==> src/fpcl_pkg.sv <==
/*
 * constants, states and ratio decode for the fast parallel config loader.
 * assumes a 20 mhz system clock; all times are converted to cycles here.
 */
package fpcl_pkg;

	localparam int unsigned CLK_MHZ      = 20;
	localparam int unsigned CNT_W        = 22;
	localparam int unsigned DATA_W       = 16;
	localparam int unsigned WORDS_W      = 32;

	// power-on delay, least value of each choice
	localparam int unsigned POR_FAST_MS  = 4;
	localparam int unsigned POR_STD_MS   = 100;
	localparam int unsigned POR_FAST_CYC = POR_FAST_MS * 1000 * CLK_MHZ;
	localparam int unsigned POR_STD_CYC  = POR_STD_MS * 1000 * CLK_MHZ;

	// status low pulse: least 268 us, longest 1506 us
	localparam int unsigned STATUS_MIN_US  = 268;
	localparam int unsigned STATUS_CYC     = STATUS_MIN_US * CLK_MHZ;
	// request low to outputs low, longest 600 ns
	localparam int unsigned REQ_LOW_NS     = 600;
	localparam int unsigned REQ_LOW_CYC    = (REQ_LOW_NS * CLK_MHZ) / 1000;

	// init on internal oscillator: 175 to 437 us after load complete
	localparam int unsigned INIT_MIN_US  = 175;
	localparam int unsigned INIT_CYC     = INIT_MIN_US * CLK_MHZ;
	// init on user clock: edges of that clock
	localparam int unsigned INIT_USR_EDGES = 8576;

	// reset values of the pins the block drives
	localparam logic RST_DRIVE_LOW = 1'b1;
	localparam logic RST_LOAD_DONE = 1'b0;

	typedef enum logic [2:0] {
		ST_POR   = 3'h0,
		ST_RESET = 3'h1,
		ST_LOAD  = 3'h2,
		ST_TAIL  = 3'h3,
		ST_INIT  = 3'h4,
		ST_USER  = 3'h5,
		ST_FAIL  = 3'h6
	} fpcl_state_type;

	// clock-to-data ratio from bus width, encryption and compression
	function automatic logic [2:0] ratio_of(input logic wide16,
	                                        input logic encrypt,
	                                        input logic compress);
		logic [2:0] r;
		r = 3'h1;
		if (wide16) begin
			if (compress)
				r = 3'h4;
			else if (encrypt)
				r = 3'h2;
		end else if (compress) begin
			r = 3'h2;
		end
		return r;
	endfunction : ratio_of

endpackage : fpcl_pkg

==> src/fpcl_pins_if.sv <==
/*
 * carrier between the loader and its pin synchroniser.
 * raw pin levels go in, synchronised levels and edge pulses come out.
 */
`timescale 1ns/1ps
`default_nettype none
interface fpcl_pins_if #(parameter int unsigned DW = 16);
	logic          req_n_raw;
	logic          cfg_clock_raw;
	logic          uclk_raw;
	logic          state_n_raw;
	logic [4:0]    straps_raw;
	logic [DW-1:0] data_raw;
	logic          req_n_s;
	logic          state_n_s;
	logic [4:0]    straps_s;
	logic [DW-1:0] data_s;
	logic          cfg_clock_rise;
	logic          uclk_rise;

	modport sync (input req_n_raw, cfg_clock_raw, uclk_raw, state_n_raw,
	              straps_raw, data_raw,
	              output req_n_s, state_n_s, straps_s, data_s,
	              cfg_clock_rise, uclk_rise);
	modport core (output req_n_raw, cfg_clock_raw, uclk_raw, state_n_raw,
	              straps_raw, data_raw,
	              input req_n_s, state_n_s, straps_s, data_s,
	              cfg_clock_rise, uclk_rise);
endinterface : fpcl_pins_if
`default_nettype wire

==> src/fpcl_pin_sync.sv <==
/*
 * two-flop synchronisers for every pin and rising-edge pulses for the
 * two outside clocks. assumes those clocks run well below clk_sys / 2.
 */
`timescale 1ns/1ps
`default_nettype none
module fpcl_pin_sync #(
	parameter int unsigned DW = 16
) (
	input  wire logic  clk_sys, // system clock
	input  wire logic  rst_n,   // synchronous reset, active low
	fpcl_pins_if.sync  pins     // raw pins in, clean levels out
);
	localparam int unsigned W = DW + 9;

	logic [W-1:0] raw;
	logic [W-1:0] s1_q;
	logic [W-1:0] s2_q;
	logic         cfg_clock_q;
	logic         uclk_q;

	assign raw = {pins.data_raw, pins.straps_raw, pins.state_n_raw,
	              pins.req_n_raw, pins.uclk_raw, pins.cfg_clock_raw};

	always_ff @(posedge clk_sys) begin
		if (!rst_n) begin
			s1_q   <= '1;
			s2_q   <= '1;
			cfg_clock_q <= 1'b1;
			uclk_q <= 1'b1;
		end else begin
			s1_q   <= raw;
			s2_q   <= s1_q;
			cfg_clock_q <= s2_q[0];
			uclk_q <= s2_q[1];
		end
	end

	assign pins.cfg_clock_rise = s2_q[0] & ~cfg_clock_q;
	assign pins.uclk_rise = s2_q[1] & ~uclk_q;
	assign pins.req_n_s   = s2_q[2];
	assign pins.state_n_s = s2_q[3];
	assign pins.straps_s  = s2_q[8:4];
	assign pins.data_s    = s2_q[W-1:9];
endmodule : fpcl_pin_sync
`default_nettype wire

==> src/fpcl_loader.sv <==
/*
 * fast parallel configuration port: power-on wait, reset handshake,
 * ratio-paced word intake, tail clocks, check and initialization count.
 * assumes an outside host drives cfg_clock, cfg_data, config_request_n
 * and the scheme straps; all of these are asynchronous to clk_sys.
 */
// What the document requires
// RQ1: wait fast or standard power-on delay, chosen by straps, before loading.
// RQ2: ratio is 1/2 for 8-bit, 1/2/4 for 16-bit by encryption, compression.
// RQ3: host clocks r times the word rate, holding each word r clocks.
// RQ4: extra clock edges per word are spent decrypting and decompressing.
// RQ5: host gives r-1 more clocks after the last word is latched.
// RQ6: request low pulls load-complete and status low within 600 ns.
// RQ7: host holds request low at least 2 us to reconfigure.
// RQ8: status stays low 268 to 1506 us, extended by request or outside hold.
// RQ9: status released within 1506 us of request going high.
// RQ10: host waits 2 us after status high, or 1506 us after request high.
// RQ11: data bus is sampled on the rising configuration clock edge.
// RQ12: configuration clock never faster than 125 MHz; the loader needs it well below clk_sys / 2.
// RQ13: internal-oscillator init enters user mode 175 to 437 us after done.
// RQ14: user init clock starts four max clock periods after done, no earlier.
// RQ15: init takes 8576 user init clock cycles when that option is on.
// RQ16: load-complete rises after the last word is received and checked.
// RQ17: clock edges and data are ignored while status is held low; the code ignores them in every state but ST_LOAD and ST_TAIL, so not while loading.
`timescale 1ns/1ps
`default_nettype none
module fpcl_loader #(
	parameter int unsigned DW         = fpcl_pkg::DATA_W,
	parameter int unsigned POR_FAST   = fpcl_pkg::POR_FAST_CYC,
	parameter int unsigned POR_STD    = fpcl_pkg::POR_STD_CYC,
	parameter int unsigned STATUS_LOW = fpcl_pkg::STATUS_CYC,
	parameter int unsigned INIT_OSC   = fpcl_pkg::INIT_CYC,
	parameter int unsigned INIT_USR   = fpcl_pkg::INIT_USR_EDGES
) (
	input  wire logic                     clk_sys,          // system clock
	input  wire logic                     rst_n,            // sync reset
	input  wire logic                     config_request_n, // host request
	input  wire logic                     cfg_clock,        // host clock
	input  wire logic [DW-1:0]            cfg_data,         // data bus
	input  wire logic                     user_init_clock,  // init clock
	input  wire logic                     cfg_state_n_in,   // status wire
	output logic                          cfg_state_n_out,  // status drive
	output logic                          cfg_state_n_oe_n, // low: drive
	output logic                          load_complete,    // done level
	input  wire logic                     por_fast_sel,     // strap
	input  wire logic                     bus_wide16,       // strap
	input  wire logic                     encrypt_en,       // strap
	input  wire logic                     compress_en,      // strap
	input  wire logic                     user_clk_sel,     // strap
	input  wire logic [fpcl_pkg::WORDS_W-1:0] image_words,  // word count
	input  wire logic [DW-1:0]            image_check,      // xor check
	output logic [DW-1:0]                 cfg_word,         // word out
	output logic                          cfg_word_valid,   // word pulse
	output logic                          user_mode,        // in user mode
	output logic                          cfg_error         // check failed
);
	localparam int unsigned CW = fpcl_pkg::CNT_W;
	localparam int unsigned WW = fpcl_pkg::WORDS_W;

	fpcl_pins_if #(.DW(DW)) pins ();

	fpcl_pin_sync #(.DW(DW)) u_sync (
		.clk_sys (clk_sys),
		.rst_n   (rst_n),
		.pins    (pins)
	);

	assign pins.req_n_raw   = config_request_n;
	assign pins.cfg_clock_raw    = cfg_clock;
	assign pins.uclk_raw    = user_init_clock;
	assign pins.state_n_raw = cfg_state_n_in;
	assign pins.data_raw    = cfg_data;
	assign pins.straps_raw  = {user_clk_sel, compress_en, encrypt_en,
	                           bus_wide16, por_fast_sel};

	fpcl_pkg::fpcl_state_type state_q, state_d;
	logic [CW-1:0] cnt_q, cnt_d;
	logic [1:0]    phase_q, phase_d;
	logic [2:0]    ratio_q, ratio_d;
	logic          usr_q, usr_d;
	logic [WW-1:0] words_q, words_d;
	logic [DW-1:0] sum_q, sum_d;
	logic [DW-1:0] word_q, word_d;
	logic          valid_q, valid_d;
	logic          drive_q, drive_d;
	logic          done_q, done_d;
	logic          err_q, err_d;

	// decode of straps, targets and end-of-stream
	wire [CW-1:0] cnt_inc    = cnt_q + 1'b1;
	wire [CW-1:0] por_target = pins.straps_s[0] ? CW'(POR_FAST)
	                                            : CW'(POR_STD); // [RQ1]
	wire [2:0]    ratio_now  = fpcl_pkg::ratio_of(pins.straps_s[1],
	                             pins.straps_s[2], pins.straps_s[3]); // [RQ2]
	wire          take_word  = pins.cfg_clock_rise && (phase_q == 2'h0); // [RQ11]
	wire [1:0]    phase_last = 2'(ratio_q - 3'h1);
	wire [1:0]    phase_nx   = (phase_q == phase_last) ? 2'h0
	                                                   : phase_q + 2'h1;
	wire [WW-1:0] words_nx   = words_q + 1'b1;
	wire [DW-1:0] sum_nx     = sum_q ^ pins.data_s;
	wire          last_word  = take_word && (words_nx == image_words);
	wire          tail_end   = pins.cfg_clock_rise &&
	                           (cnt_inc == CW'(ratio_q - 3'h1)); // [RQ5]
	wire          init_tick  = usr_q ? pins.uclk_rise : 1'b1;
	wire [CW-1:0] init_tgt   = usr_q ? CW'(INIT_USR) : CW'(INIT_OSC);

	always_comb begin
		state_d = state_q;
		cnt_d   = cnt_q;
		phase_d = phase_q;
		ratio_d = ratio_q;
		usr_d   = usr_q;
		words_d = words_q;
		sum_d   = sum_q;
		word_d  = word_q;
		valid_d = 1'b0;
		drive_d = drive_q;
		done_d  = done_q;
		err_d   = err_q;
		case (state_q)
			fpcl_pkg::ST_POR: begin
				drive_d = 1'b1;
				cnt_d   = cnt_inc;
				if (cnt_inc >= por_target) begin // [RQ1]
					state_d = fpcl_pkg::ST_RESET;
					cnt_d   = '0;
				end
			end
			fpcl_pkg::ST_RESET: begin
				// edges and data are not looked at here [RQ17]
				ratio_d = ratio_now;
				usr_d   = pins.straps_s[4];
				phase_d = 2'h0;
				words_d = '0;
				sum_d   = '0;
				if (!pins.req_n_s) begin
					drive_d = 1'b1; // request extends the pulse [RQ8]
					cnt_d   = '0;
				end else if (cnt_q < CW'(STATUS_LOW)) begin
					drive_d = 1'b1; // [RQ8]
					cnt_d   = cnt_inc;
				end else begin
					drive_d = 1'b0; // [RQ9]
					if (pins.state_n_s)
						state_d = fpcl_pkg::ST_LOAD; // outside hold waits [RQ8]
				end
			end
			fpcl_pkg::ST_LOAD: begin
				if (pins.cfg_clock_rise)
					phase_d = phase_nx; // spare edges feed decode [RQ4]
				if (take_word) begin
					word_d  = pins.data_s; // [RQ11]
					valid_d = 1'b1;
					words_d = words_nx;
					sum_d   = sum_nx;
				end
				if (last_word) begin
					cnt_d = '0;
					if (ratio_q == 3'h1) begin
						state_d = (sum_nx == image_check) ? fpcl_pkg::ST_INIT
						                                  : fpcl_pkg::ST_FAIL;
						done_d  = (sum_nx == image_check); // [RQ16]
					end else begin
						state_d = fpcl_pkg::ST_TAIL; // [RQ5]
					end
				end
			end
			fpcl_pkg::ST_TAIL: begin
				if (pins.cfg_clock_rise)
					cnt_d = cnt_inc; // [RQ4]
				if (tail_end) begin
					cnt_d   = '0;
					state_d = (sum_q == image_check) ? fpcl_pkg::ST_INIT
					                                 : fpcl_pkg::ST_FAIL;
					done_d  = (sum_q == image_check); // [RQ16]
				end
			end
			fpcl_pkg::ST_INIT: begin
				// user clock edges only count once it runs [RQ14]
				if (init_tick)
					cnt_d = cnt_inc; // [RQ13] [RQ15]
				if (init_tick && (cnt_inc >= init_tgt))
					state_d = fpcl_pkg::ST_USER;
			end
			fpcl_pkg::ST_USER: begin
				done_d = 1'b1;
			end
			fpcl_pkg::ST_FAIL: begin
				drive_d = 1'b1;
				err_d   = 1'b1;
			end
			default: begin
				state_d = fpcl_pkg::ST_RESET;
				drive_d = 1'b1;
			end
		endcase
		// request low restarts from any state but power-on [RQ6]
		if (!pins.req_n_s && (state_q != fpcl_pkg::ST_POR)) begin
			state_d = fpcl_pkg::ST_RESET;
			drive_d = 1'b1;
			done_d  = 1'b0;
			err_d   = 1'b0;
			if (state_q != fpcl_pkg::ST_RESET)
				cnt_d = '0;
		end
	end

	always_ff @(posedge clk_sys) begin
		if (!rst_n) begin
			state_q <= fpcl_pkg::ST_POR;
			cnt_q   <= '0;
			phase_q <= 2'h0;
			ratio_q <= 3'h1;
			usr_q   <= 1'b0;
			words_q <= '0;
			sum_q   <= '0;
			word_q  <= '0;
			valid_q <= 1'b0;
			drive_q <= fpcl_pkg::RST_DRIVE_LOW;
			done_q  <= fpcl_pkg::RST_LOAD_DONE;
			err_q   <= 1'b0;
		end else begin
			state_q <= state_d;
			cnt_q   <= cnt_d;
			phase_q <= phase_d;
			ratio_q <= ratio_d;
			usr_q   <= usr_d;
			words_q <= words_d;
			sum_q   <= sum_d;
			word_q  <= word_d;
			valid_q <= valid_d;
			drive_q <= drive_d;
			done_q  <= done_d;
			err_q   <= err_d;
		end
	end

	assign cfg_state_n_out  = 1'b0;
	assign cfg_state_n_oe_n = ~drive_q; // [RQ6]
	assign load_complete    = done_q;   // [RQ6]
	assign cfg_word         = word_q;
	assign cfg_word_valid   = valid_q;
	assign user_mode        = (state_q == fpcl_pkg::ST_USER); // [RQ13]
	assign cfg_error        = err_q;
endmodule : fpcl_loader
`default_nettype wire

==> config.mk <==
export PLATFORM = sky130hd
export DESIGN_NAME = fpcl_loader
export DESIGN_NICKNAME = d
export VERILOG_FILES = /design/src/fpcl_pkg.sv /design/src/fpcl_pins_if.sv /design/src/fpcl_pin_sync.sv /design/src/fpcl_loader.sv
export SDC_FILE = /design/constraint.sdc
export NUM_CORES = 1
export LEC_CHECK = 0
export ABC_CLOCK_PERIOD_IN_PS = 11400
export BUFFER_PORTS_ARGS = -buffer_cell sky130_fd_sc_hd__buf_2
export CAP_MARGIN = 5
export CORE_UTILIZATION = 64
export CTS_CLUSTER_SIZE = 24
export DETAILED_ROUTE_END_ITERATION = 7
export PLACE_DENSITY = 0.86
export SYNTH_ARGS = -nofsm -noshare
export SYNTH_HDL_FRONTEND = slang
export SYNTH_SLANG_ARGS = --single-unit
==> constraint.sdc <==
create_clock -name clk_sys -period 11.4 [get_ports clk_sys]
set_clock_uncertainty 0.2 [all_clocks]
set_input_delay 0.57 -clock clk_sys [delete_from_list [all_inputs] [get_ports clk_sys]]
set_output_delay 0.57 -clock clk_sys [all_outputs]
set_load 0.005 [all_outputs]
=== Yosys cells after proc, flatten, opt, wreduce, memory -nomap -nowiden ===
Cells that the tools add are included.

* Register bits: 151
* Word-level logic and storage cells: 129

* Add/subtract/negate cells: 5
* Order comparisons: 3
* Equal/unequal tests: 31
* Multiplexer cells: 44
* Bitwise operators: 8
* Reduce and logical (&&, ||, !) cells: 21

{| class="wikitable"
|+ Operators by type and width
! cell !! count
|-
| $mux W22 || 9
|-
| $pmux W22 S5 || 1
|-
| $pmux W32 S2 || 1
|-
| $add A32 B1 Y32 const B || 1
|-
| $eq A16 B16 Y1 || 2
|-
| $eq A32 B32 Y1 || 1
|-
| $mux W32 || 1
|-
| $pmux W16 S2 || 1
|-
| $mux W3 || 10
|-
| $add A22 B1 Y22 const B || 1
|-
| $eq A22 B22 Y1 || 1
|-
| $ge A22 B14 Y1 || 1
|-
| $ge A22 B21 Y1 || 1
|-
| $lt A22 B13 Y1 const B || 1
|-
| $mux W21 || 1
|-
| $pmux W3 S6 || 1
|-
| $mux W16 || 1
|-
| $ne A2 B2 Y1 const B || 8
|-
| $reduce_and A8 Y1 || 2
|-
| $xor A16 B16 Y16 || 1
|-
| $ne A3 B3 Y1 const B || 5
|-
| $mux W14 || 1
|-
| $mux W2 || 6
|-
| $eq A3 B3 Y1 const B || 3
|-
| 25 further kinds || 51
|}

=== Longest topological paths before layout ===
Gate-level depths: netlist (run 1).

* Word-level depth: 8
* Depth in mapped cells: 16

=== By module ===
A second synthesis (run 1) with hierarchy kept.

* Cell total of the unflattened synthesis: 1,175
* Area total of the unflattened synthesis: 9,201.3 µm²

{| class="wikitable"
|+ By module, submodules not included
! module !! instances !! cells each !! area an instance (µm²) !! sequential area each (µm²)
|-
| fpcl_loader || 1 || 1,043 || 7,638.6 || 1,981.9
|-
| fpcl_pin_sync || 1 || 132 || 1,562.7 || 1,041.0
|}

=== Least setup slack after synthesis (run 1) ===
OpenSTA, ideal clock, no wires.

* Path kind: register to register
* From: reg cnt_q[1]
* To: reg cnt_q[14]
* Library setup time: 140 ps
* Arrival time: 3,303 ps
* Data required time: 11,060 ps
* Setup slack: 7,758 ps
* Cell stages (with the launch flop): 17
* Period minus slack after synthesis: 3,642 ps
* Cell sequence: dfxtp_1 ha_1 nand4_1 clkbuf_1 nor4_1 xnor2_1 inv_1 ha_1 and3_1 a22oi_1 and4b_1 a211o_1 a21oi_1 nand2_1 o21ai_1 buf_2 o221ai_1

* Longest elaborated chain between the ends: 7

{| class="wikitable"
|+ Ends and longest elaborated chain
! what !! line !! source
|-
| start: declaration || fpcl_loader.sv:77 || <nowiki>logic [CW-1:0] cnt_q, cnt_d;</nowiki>
|-
| start signal: assignment || fpcl_loader.sv:224 || <nowiki>cnt_q <= cnt_d;</nowiki>
|-
| branches (longest 4 deep; another with $add A22 B1 Y22) || -- ||
|-
| $pmux W22 S5 * || fpcl_loader.sv:120 || <nowiki>case (state_q)</nowiki>
|-
| $mux W22 || fpcl_loader.sv:203 || <nowiki>if (state_q != fpcl_pkg::ST_RESET)</nowiki>
|-
| $mux W22 * || fpcl_loader.sv:198 || <nowiki>if (!pins.req_n_s && (state_q != fpcl_pkg::ST_POR)) begin</nowiki>
|}

Mark *: on every way between the ends.
A chain may end at the register's enable or synchronous reset.

=== Final worst setup path (run 1) ===
* From: reg cnt_q[0]
* To: reg cnt_q[9]

The elaborated chain is that of the path after synthesis.

==> load_flow_metrics.sql, run 1 <==
INSERT INTO impl_metrics (metric_group, metric, value, unit) VALUES
('cts', 'clock_tree.htree_level_count', '4', ''),
('routing', 'route.detailed.wl_per_inst', '16.9', 'um'),
('cts', 'postCtsResizedCells', '0', ''),
('floorplan', 'design.die.area', '14400', 'um2'),
('critical_path', 'type_of_the_worst_setup_path', 'reg2reg', ''),
('finish', 'layout_commonest_cell', 'sky130_fd_sc_hd__dfxtp_1', ''),
('cts', 'clk_pin_slew', '60', 'ps'),
('finish', 'layout_nets', '1272', ''),
('critical_path', 'critical_path.reg2reg.endpoint', 'cnt_q[9]', ''),
('finish', 'final_cell_count_no_fill', '1363', ''),
('floorplan', 'initial_utilization', '66.4', '%'),
('worst_hold_path', 'min_path_cells', '2', ''),
('floorplan', 'fp.coreArea', '13400', 'um2'),
('timing', 'final.period_utilization', '48.8', '%'),
('routing', 'drtPass1Iterations', '5', ''),
('routing', 'drt-initial-drc-count', '788', ''),
('global_routing', 'vias_in_the_first_global_route', '7895', ''),
('yosys', 'yosys.area.top_type', 'sky130_fd_sc_hd__dfxtp_1', ''),
('critical_path', 'cp_cell_sequence', 'ha_1 -> nand4_1 -> nor4_1 -> xnor2_1 -> inv_1 -> ha_1 -> and3_1 -> a22oi_1 -> and4b_1 -> a211o_1 -> a21oi_1 -> nand2_1 -> o21ai_1 -> o221ai_1', ''),
('yosys', 'yosys_warnings', '0', ''),
('critical_path', 'cp_max_fo', '14', ''),
('yosys', 'synth_top_cell_area_share', '34.0', '%'),
('worst_hold_path', 'worstHoldStart', 'cfg_data[15]', ''),
('worst_hold_path', 'min_to', 'u_sync.s1_q[24]', ''),
('power', 'leakage', '0.00366', 'uW'),
('run_status', 'run_status', 'finished clean', ''),
('critical_path', 'crit_arrival', '5610', 'ps'),
('power', 'power_per_cell_area', '116', 'nW/um2'),
('finish', 'mostFrequentLayoutCells', 'sky130_fd_sc_hd__dfxtp_1, sky130_fd_sc_hd__nand2_1, sky130_fd_sc_hd__buf_2', ''),
('placement', 'gpl.final_weighted_congestion', '0.982', ''),
('global_routing', 'globalRouteOverflowTotal', '0', ''),
('yosys', 'synth_enable_flop_cells', '0', ''),
('critical_path', 'critical_path.slowest_cell', 'sky130_fd_sc_hd__o21ai_1', ''),
('timing', 'timing.final.hold_violations', '0', ''),
('timing', 'timing.setup.tns', '0', 'ps'),
('yosys', 'post_synth_inst_count', '1123', ''),
('routing', 'drc_errors', '0', ''),
('timing', 'timing.hold.ws', '110', 'ps'),
('cts', 'tritoncts_clock_tree', 'built', ''),
('yosys', 'yosysUniqueCellTypes', '74', ''),
('critical_path', 'crit_path_most_repeated_cell', 'sky130_fd_sc_hd__ha_1', ''),
('yosys', 'synth_nets', '1219', ''),
('placement', 'dp_worst_setup_slack', '6040', 'ps'),
('routing', 'viasPerCell', '6.18', ''),
('placement', 'post-place-cells', '1333', ''),
('critical_path', 'critical_path_required', '11440', 'ps'),
('cts', 'cts.sinks', '151', ''),
('placement', 'sum_of_net_half_perimeters_after_detailed_placement', '15.8', 'mm'),
('routing', 'route.final.wire_length', '23.1', 'mm'),
('timing', 'timing.final.crit_period', '5570', 'ps'),
('timing', 'worst_slew_margin_rel', '8.94', '%'),
('finish', 'area_growth', '11.2', '%'),
('floorplan', 'die_x', '120', 'um'),
('timing', 'grt_setup_unrepaired', 'false', ''),
('critical_path', 'r2r_setup_slk', '5830', 'ps'),
('finish', 'design_area', '9900', 'um2'),
('cts', 'numCtsBuffers', '17', ''),
('yosys', 'async_flop_share', '0', '%'),
('routing', 'vias', '8430', ''),
('global_routing', 'grt_first_pass_wirelength', '37.8', 'mm'),
('finish', 'layout-drive-gt1-share', '13.0', '%'),
('floorplan', 'die_h', '120', 'um'),
('floorplan', 'pin_count', '97', ''),
('cts', 'postCtsSetupRepairBufs', '0', ''),
('critical_path', 'worst-r2r-cell-count', '14', ''),
('flow_run', 'maxCapViolCount', '0', ''),
('power', 'vdd.ir_drop.worst', '0.000119', 'V'),
('yosys', 'ys_ff_latch', '151', ''),
('floorplan', 'rows', '42', ''),
('timing', 'timing.final.max_slew_violations', '0', ''),
('critical_path', 'cp_slowest_stage_delay', '1210', 'ps');
==> per-layer routing <==
metal / part of all wire [%] / GRT usage, % / up-vias / wire (um)
met5: 0 / 0 / - / 0
met4: 2.6 / 14.7 / 0 / 604
met3: 9.5 / 7.84 / 57 / 2180
met2: 47 / 53.7 / 418 / 10800
met1: 41 / 41.2 / 3874 / 9520
li1: - / - / 4081 / -
==> stage by stage <==
step                      util, %  total power, uW
after floorplan                 -              594
after detailed placement     69.8              618
after global placement       69.8              617
after CTS                    73.9             1150
after global routing         73.9             1180
final                        73.9             1150
==> worst max-delay path, delay by kind of cell, from the launching register on <==
kind | cells | cell delay [ps]
AO/OA/AOI/OAI | 5 | 2100
AND/OR/NAND/NOR | 5 | 1630
adder cells (fa/ha/maj) | 2 | 620
flip-flops | 1 | 490
XOR/XNOR | 1 | 230
buffers and inverters | 1 | 100
==> flip-flops by register name, indices dropped and copies added, names as in the netlist <==
name and flops:
u_sync.s1_q 25, load_complete 1, u_sync.uclk_q 1, u_sync.s2_q 25
drive_q 1, cfg_word 16, cfg_error 1, words_q 32
cnt_q 22, usr_q 1, u_sync.cfg_clock_q 1, sum_q 16
ratio_q 3, phase_q 2, cfg_word_valid 1, state_q 3
==> final cells by class <==
cell class / count / area, um2
repair buffers: 101 / 523
flip-flops and latches: 151 / 3020
inverters: 44 / 165
multi-input cells: 861 / 5420
clock inverters: 11 / 111
well taps: 176 / 220
clock buffers: 19 / 443
fillers: 1018 / 3500
==> how the worst max path moves through the flow <==
stage / startpoint / endpoint / slack, ps / cells past startpoint
after floorplan: cnt_q[1] / cnt_q[14] / 7760 / 16
after detailed placement: cnt_q[0] / cnt_q[5] / 6040 / 14
after global routing: cnt_q[0] / cnt_q[21] / 5430 / 14
after global placement: cnt_q[0] / cnt_q[7] / 6230 / 13
final: cnt_q[0] / cnt_q[9] / 5830 / 14
after CTS: cnt_q[0] / cnt_q[9] / 6020 / 14
==> power breakdown <==
group | internal [uW] | total, uW | switching, uW
combinational | 30.9 | 64.3 | 33.5
clock | 308 | 542 | 235
sequential | 537 | 543 | 6.47
==> synth_stat cells, drive strengths merged (11+ instances only) <==
library cell and count:
a21boi 24, nor2b 27, inv 42, nor3 44, and3 11, nand2b 57
xor2 49, dfxtp 151, nand4 36, or3 12, ha 21, xnor2 57
nand3 40, a31oi 12, nor4 32, clkbuf 45, nand2 130, a21oi 46
o21ai 60, and2 11, o221ai 13, o211ai 15, o22ai 12, buf 22
nor2 72
==> cell families after synthesis <==
group / after synthesis / synth area share, %
and+or+nand+nor: 495 / 29.6
AOI/OAI and AO/OA: 233 / 17.0
DFF: 151 / 34.0
buffers and inverters: 111 / 5.23
xor gates and xnor gates: 106 / 10.6
adders and majority gates: 21 / 2.95
muxes: 5 / 0.562
other: 1 / 0.0421
No activity file was read; power rests on OpenSTA's default activity.
==> run 2, diff against run 1 <==
Settings changed: ABC_CLOCK_PERIOD_IN_PS 11400 to 4800, CORE_UTILIZATION 64 to 54, PLACE_DENSITY 0.86 to 0.77.
Clock period 11.4 ns to 4.8 ns, I/O delays scaled along.
==> load_flow_metrics.sql, run 2 (synthesis results as in run 1) <==
INSERT INTO impl_metrics (metric_group, metric, value, unit) VALUES
('global_routing', 'grt_max_degree', '108', ''),
('critical_path', 'r2r_setup_slk', '610', 'ps'),
('timing', 'grt_setup_unrepaired', 'false', ''),
('cts', 'clk_root_buffer_cell', 'sky130_fd_sc_hd__clkbuf_16', ''),
('placement', 'sum_of_net_half_perimeters_after_detailed_placement', '16.5', 'mm'),
('power', 'vdd.ir_drop.worst', '0.000270', 'V'),
('critical_path', 'setup.worst_path.end', 'cnt_q[19]', ''),
('floorplan', 'pin_count', '97', ''),
('floorplan', 'die_h', '130', 'um'),
('critical_path', 'crit_path_most_repeated_cell', 'sky130_fd_sc_hd__ha_1', ''),
('timing', 'achievable-frequency', '239', 'MHz'),
('flow_run', 'maxCapViolCount', '0', ''),
('timing', 'timing.final.hold_violations', '0', ''),
('timing', 'setup_violations', '0', ''),
('cts', 'clk_latency', '430', 'ps'),
('global_routing', 'grt_antenna_before_repair', '0', ''),
('finish', 'reg_with_most_ffs', 'words_q', ''),
('global_routing', 'vias_in_the_first_global_route', '8046', ''),
('routing', 'route.detailed.wl_per_inst', '16.6', 'um'),
('cts', 'cts_hold_repair.buffers', '28', ''),
('cts', 'clk_pin_slew', '70', 'ps'),
('routing', 'drc_errors', '0', ''),
('placement', 'portBuffers', '95', ''),
('critical_path', 'worstSetupEndpointType', 'flop', ''),
('global_routing', 'grt_first_pass_wirelength', '38.7', 'mm'),
('finish', 'final_cell_count_no_fill', '1440', ''),
('finish', 'area_of_the_multi_input_gates', '5420', 'um2'),
('timing', 'timing.setup.tns', '0', 'ps'),
('cts', 'ctsLongestPathBuffers', '2', ''),
('routing', 'drtPass1Iterations', '5', ''),
('critical_path', 'cp_max_fo', '11', ''),
('finish', 'layout.area.seq', '3020', 'um2'),
('routing', 'vias', '8592', ''),
('finish', 'area_growth', '16.2', '%'),
('worst_hold_path', 'worstHoldStart', 'u_sync.s1_q[17]', ''),
('floorplan', 'initial_utilization', '55.6', '%'),
('cts', 'cts.sinks', '151', ''),
('critical_path', 'timing.critical_path.buf_inv', '2', ''),
('timing', 'final.period_utilization', '87.3', '%'),
('floorplan', 'rows', '46', ''),
('timing', 'timing.final.max_slew_violations', '0', ''),
('critical_path', 'crit_arrival', '4290', 'ps'),
('critical_path', 'cp.depth', '15', ''),
('floorplan', 'fp.coreArea', '16000', 'um2'),
('critical_path', 'critical_path_required', '4900', 'ps'),
('timing', 'actual_slew_at_the_worst_max_slew_pin', '1100', 'ps'),
('finish', 'layout_commonest_cell', 'sky130_fd_sc_hd__dfxtp_1', ''),
('finish', 'mostFrequentLayoutCells', 'sky130_fd_sc_hd__dfxtp_1, sky130_fd_sc_hd__nand2_1, sky130_fd_sc_hd__buf_2', ''),
('finish', 'layout-drive-gt1-share', '13.4', '%'),
('critical_path', 'worst-r2r-cell-count', '15', ''),
('timing', 'fin_ws', '609', 'ps'),
('critical_path', 'type_of_the_worst_setup_path', 'reg2reg', ''),
('floorplan', 'die_x', '130', 'um'),
('global_routing', 'globalRouteOverflowTotal', '0', ''),
('placement', 'post-place-cells', '1380', ''),
('finish', 'biggestRegsByFlops', 'words_q x32, u_sync.s1_q x25, u_sync.s2_q x25', ''),
('routing', 'route.final.wire_length', '23.8', 'mm'),
('global_routing', 'overall_global_routing_usage', '28.9', '%'),
('placement', 'gpl.final_weighted_congestion', '0.998', ''),
('critical_path', 'cp_top_family', 'compound AO/OA/AOI/OAI gates', ''),
('finish', 'largest_register_ffs', '32', ''),
('critical_path', 'critical_path.reg2reg.startpoint', 'cnt_q[0]', ''),
('run_status', 'run_status', 'finished clean', ''),
('floorplan', 'design.die.area', '17000', 'um2'),
('timing', 'worst_slew_margin_rel', '26.6', '%'),
('critical_path', 'cp_slowest_stage_delay', '530', 'ps'),
('finish', 'layout_nets', '1307', ''),
('critical_path', 'critical_path.slowest_cell', 'sky130_fd_sc_hd__dfxtp_1', ''),
('finish', 'n_antenna_cell', '0', ''),
('cts', 'postCtsSetupRepairBufs', '0', ''),
('cts', 'postCtsResizedCells', '0', ''),
('worst_hold_path', 'worst_hold_path_type', 'reg2reg', ''),
('power', 'power_per_cell_area', '277', 'nW/um2'),
('cts', 'tritoncts_clock_tree', 'built', ''),
('routing', 'viasPerCell', '5.97', ''),
('placement', 'dp_worst_setup_slack', '798', 'ps'),
('critical_path', 'critical_path.startpoint_type', 'flop', ''),
('timing', 'timing.final.crit_period', '4190', 'ps'),
('critical_path', 'critical_path.reg2reg.endpoint', 'cnt_q[19]', ''),
('cts', 'numCtsBuffers', '17', ''),
('routing', 'drt-initial-drc-count', '668', ''),
('cts', 'clock_tree.htree_level_count', '4', ''),
('routing', 'drtAntennaViolNets', '0', ''),
('critical_path', 'cp_cell_sequence', 'ha_1 -> nand4_1 -> buf_4 -> nor4_1 -> xnor2_1 -> inv_1 -> ha_1 -> and3_1 -> a22oi_1 -> and4b_1 -> a211o_1 -> a21oi_1 -> o211ai_1 -> a2111oi_0 -> o21ai_0', ''),
('power', 'leakage', '0.00384', 'uW'),
('critical_path', 'worst_setup_path_startpoint', 'cnt_q[0]', ''),
('finish', 'filler_cell_count', '1384', '');
==> run 2: cell count changes in the layout (fill, tap and decap cells not counted) <==
cell	delta
sky130_fd_sc_hd__inv_6	-2
sky130_fd_sc_hd__clkbuf_1	-1
sky130_fd_sc_hd__inv_8	+6
sky130_fd_sc_hd__clkinv_8	+2
sky130_fd_sc_hd__buf_4	+7
sky130_fd_sc_hd__clkinvlp_4	-2
sky130_fd_sc_hd__dlygate4sd3_1	+28
sky130_fd_sc_hd__clkinv_2	-1
==> run 2: worst reg2reg max path, stage by stage (launching register included) <==
cell	delay, ps
sky130_fd_sc_hd__dfxtp_1	530
sky130_fd_sc_hd__ha_1	320
sky130_fd_sc_hd__nand4_1	180
sky130_fd_sc_hd__buf_4	230
sky130_fd_sc_hd__nor4_1	260
sky130_fd_sc_hd__xnor2_1	220
sky130_fd_sc_hd__inv_1	120
sky130_fd_sc_hd__ha_1	300
sky130_fd_sc_hd__and3_1	180
sky130_fd_sc_hd__a22oi_1	90
sky130_fd_sc_hd__and4b_1	200
sky130_fd_sc_hd__a211o_1	320
sky130_fd_sc_hd__a21oi_1	190
sky130_fd_sc_hd__o211ai_1	110
sky130_fd_sc_hd__a2111oi_0	440
sky130_fd_sc_hd__o21ai_0	160
==> run 2: power by group <==
group | internal (uW) | switching [uW] | total, uW
combinational | 89.2 | 83.7 | 173
sequential | 1270 | 15.6 | 1290
clock | 766 | 633 | 1400
total | 2130 | 733 | 2860
==> run 2: cell type report <==
cell class	count	share of cell area, %
inverters	44	1.60
repair buffers	136	8.27
multi-input cells	861	52.4
well taps	216	2.61
flip-flops and latches	151	29.2
clock inverters	14	1.68
clock buffers	18	4.25
==> run 2: how the worst min path moves through the flow <==
stage | endpoint | cells after the start
3_3_place_gp | u_sync.s2_q[11] | 1
4_1_cts | u_sync.s2_q[5] | 1
6_report | u_sync.s2_q[17] | 1
3_5_place_dp | u_sync.s2_q[18] | 1
5_1_grt | u_sync.s2_q[7] | 1
2_1_floorplan | u_sync.s1_q[0] | 1
==> run 2: layer usage <==
layer / part of all wire, % / global-route usage (%) / up-vias
li1: - / - / 4154
met1: 43 / 37.3 / 3999
met2: 48 / 48.1 / 369
met3: 6.7 / 4.72 / 70
met4: 2.6 / 11.7 / 0
met5: 0 / 0 / -
==> run 2: per-stage QoR <==
stage	area [um2]	power, uW	hold WS, ps	utilization [%]
after global placement	9450	1470	188	59.1
final	10300	2860	207	64.7
after floorplan	8900	1410	141	-
after CTS	10300	2870	208	64.7
after global routing	10300	2950	223	64.7
after detailed placement	9450	1470	192	59.1
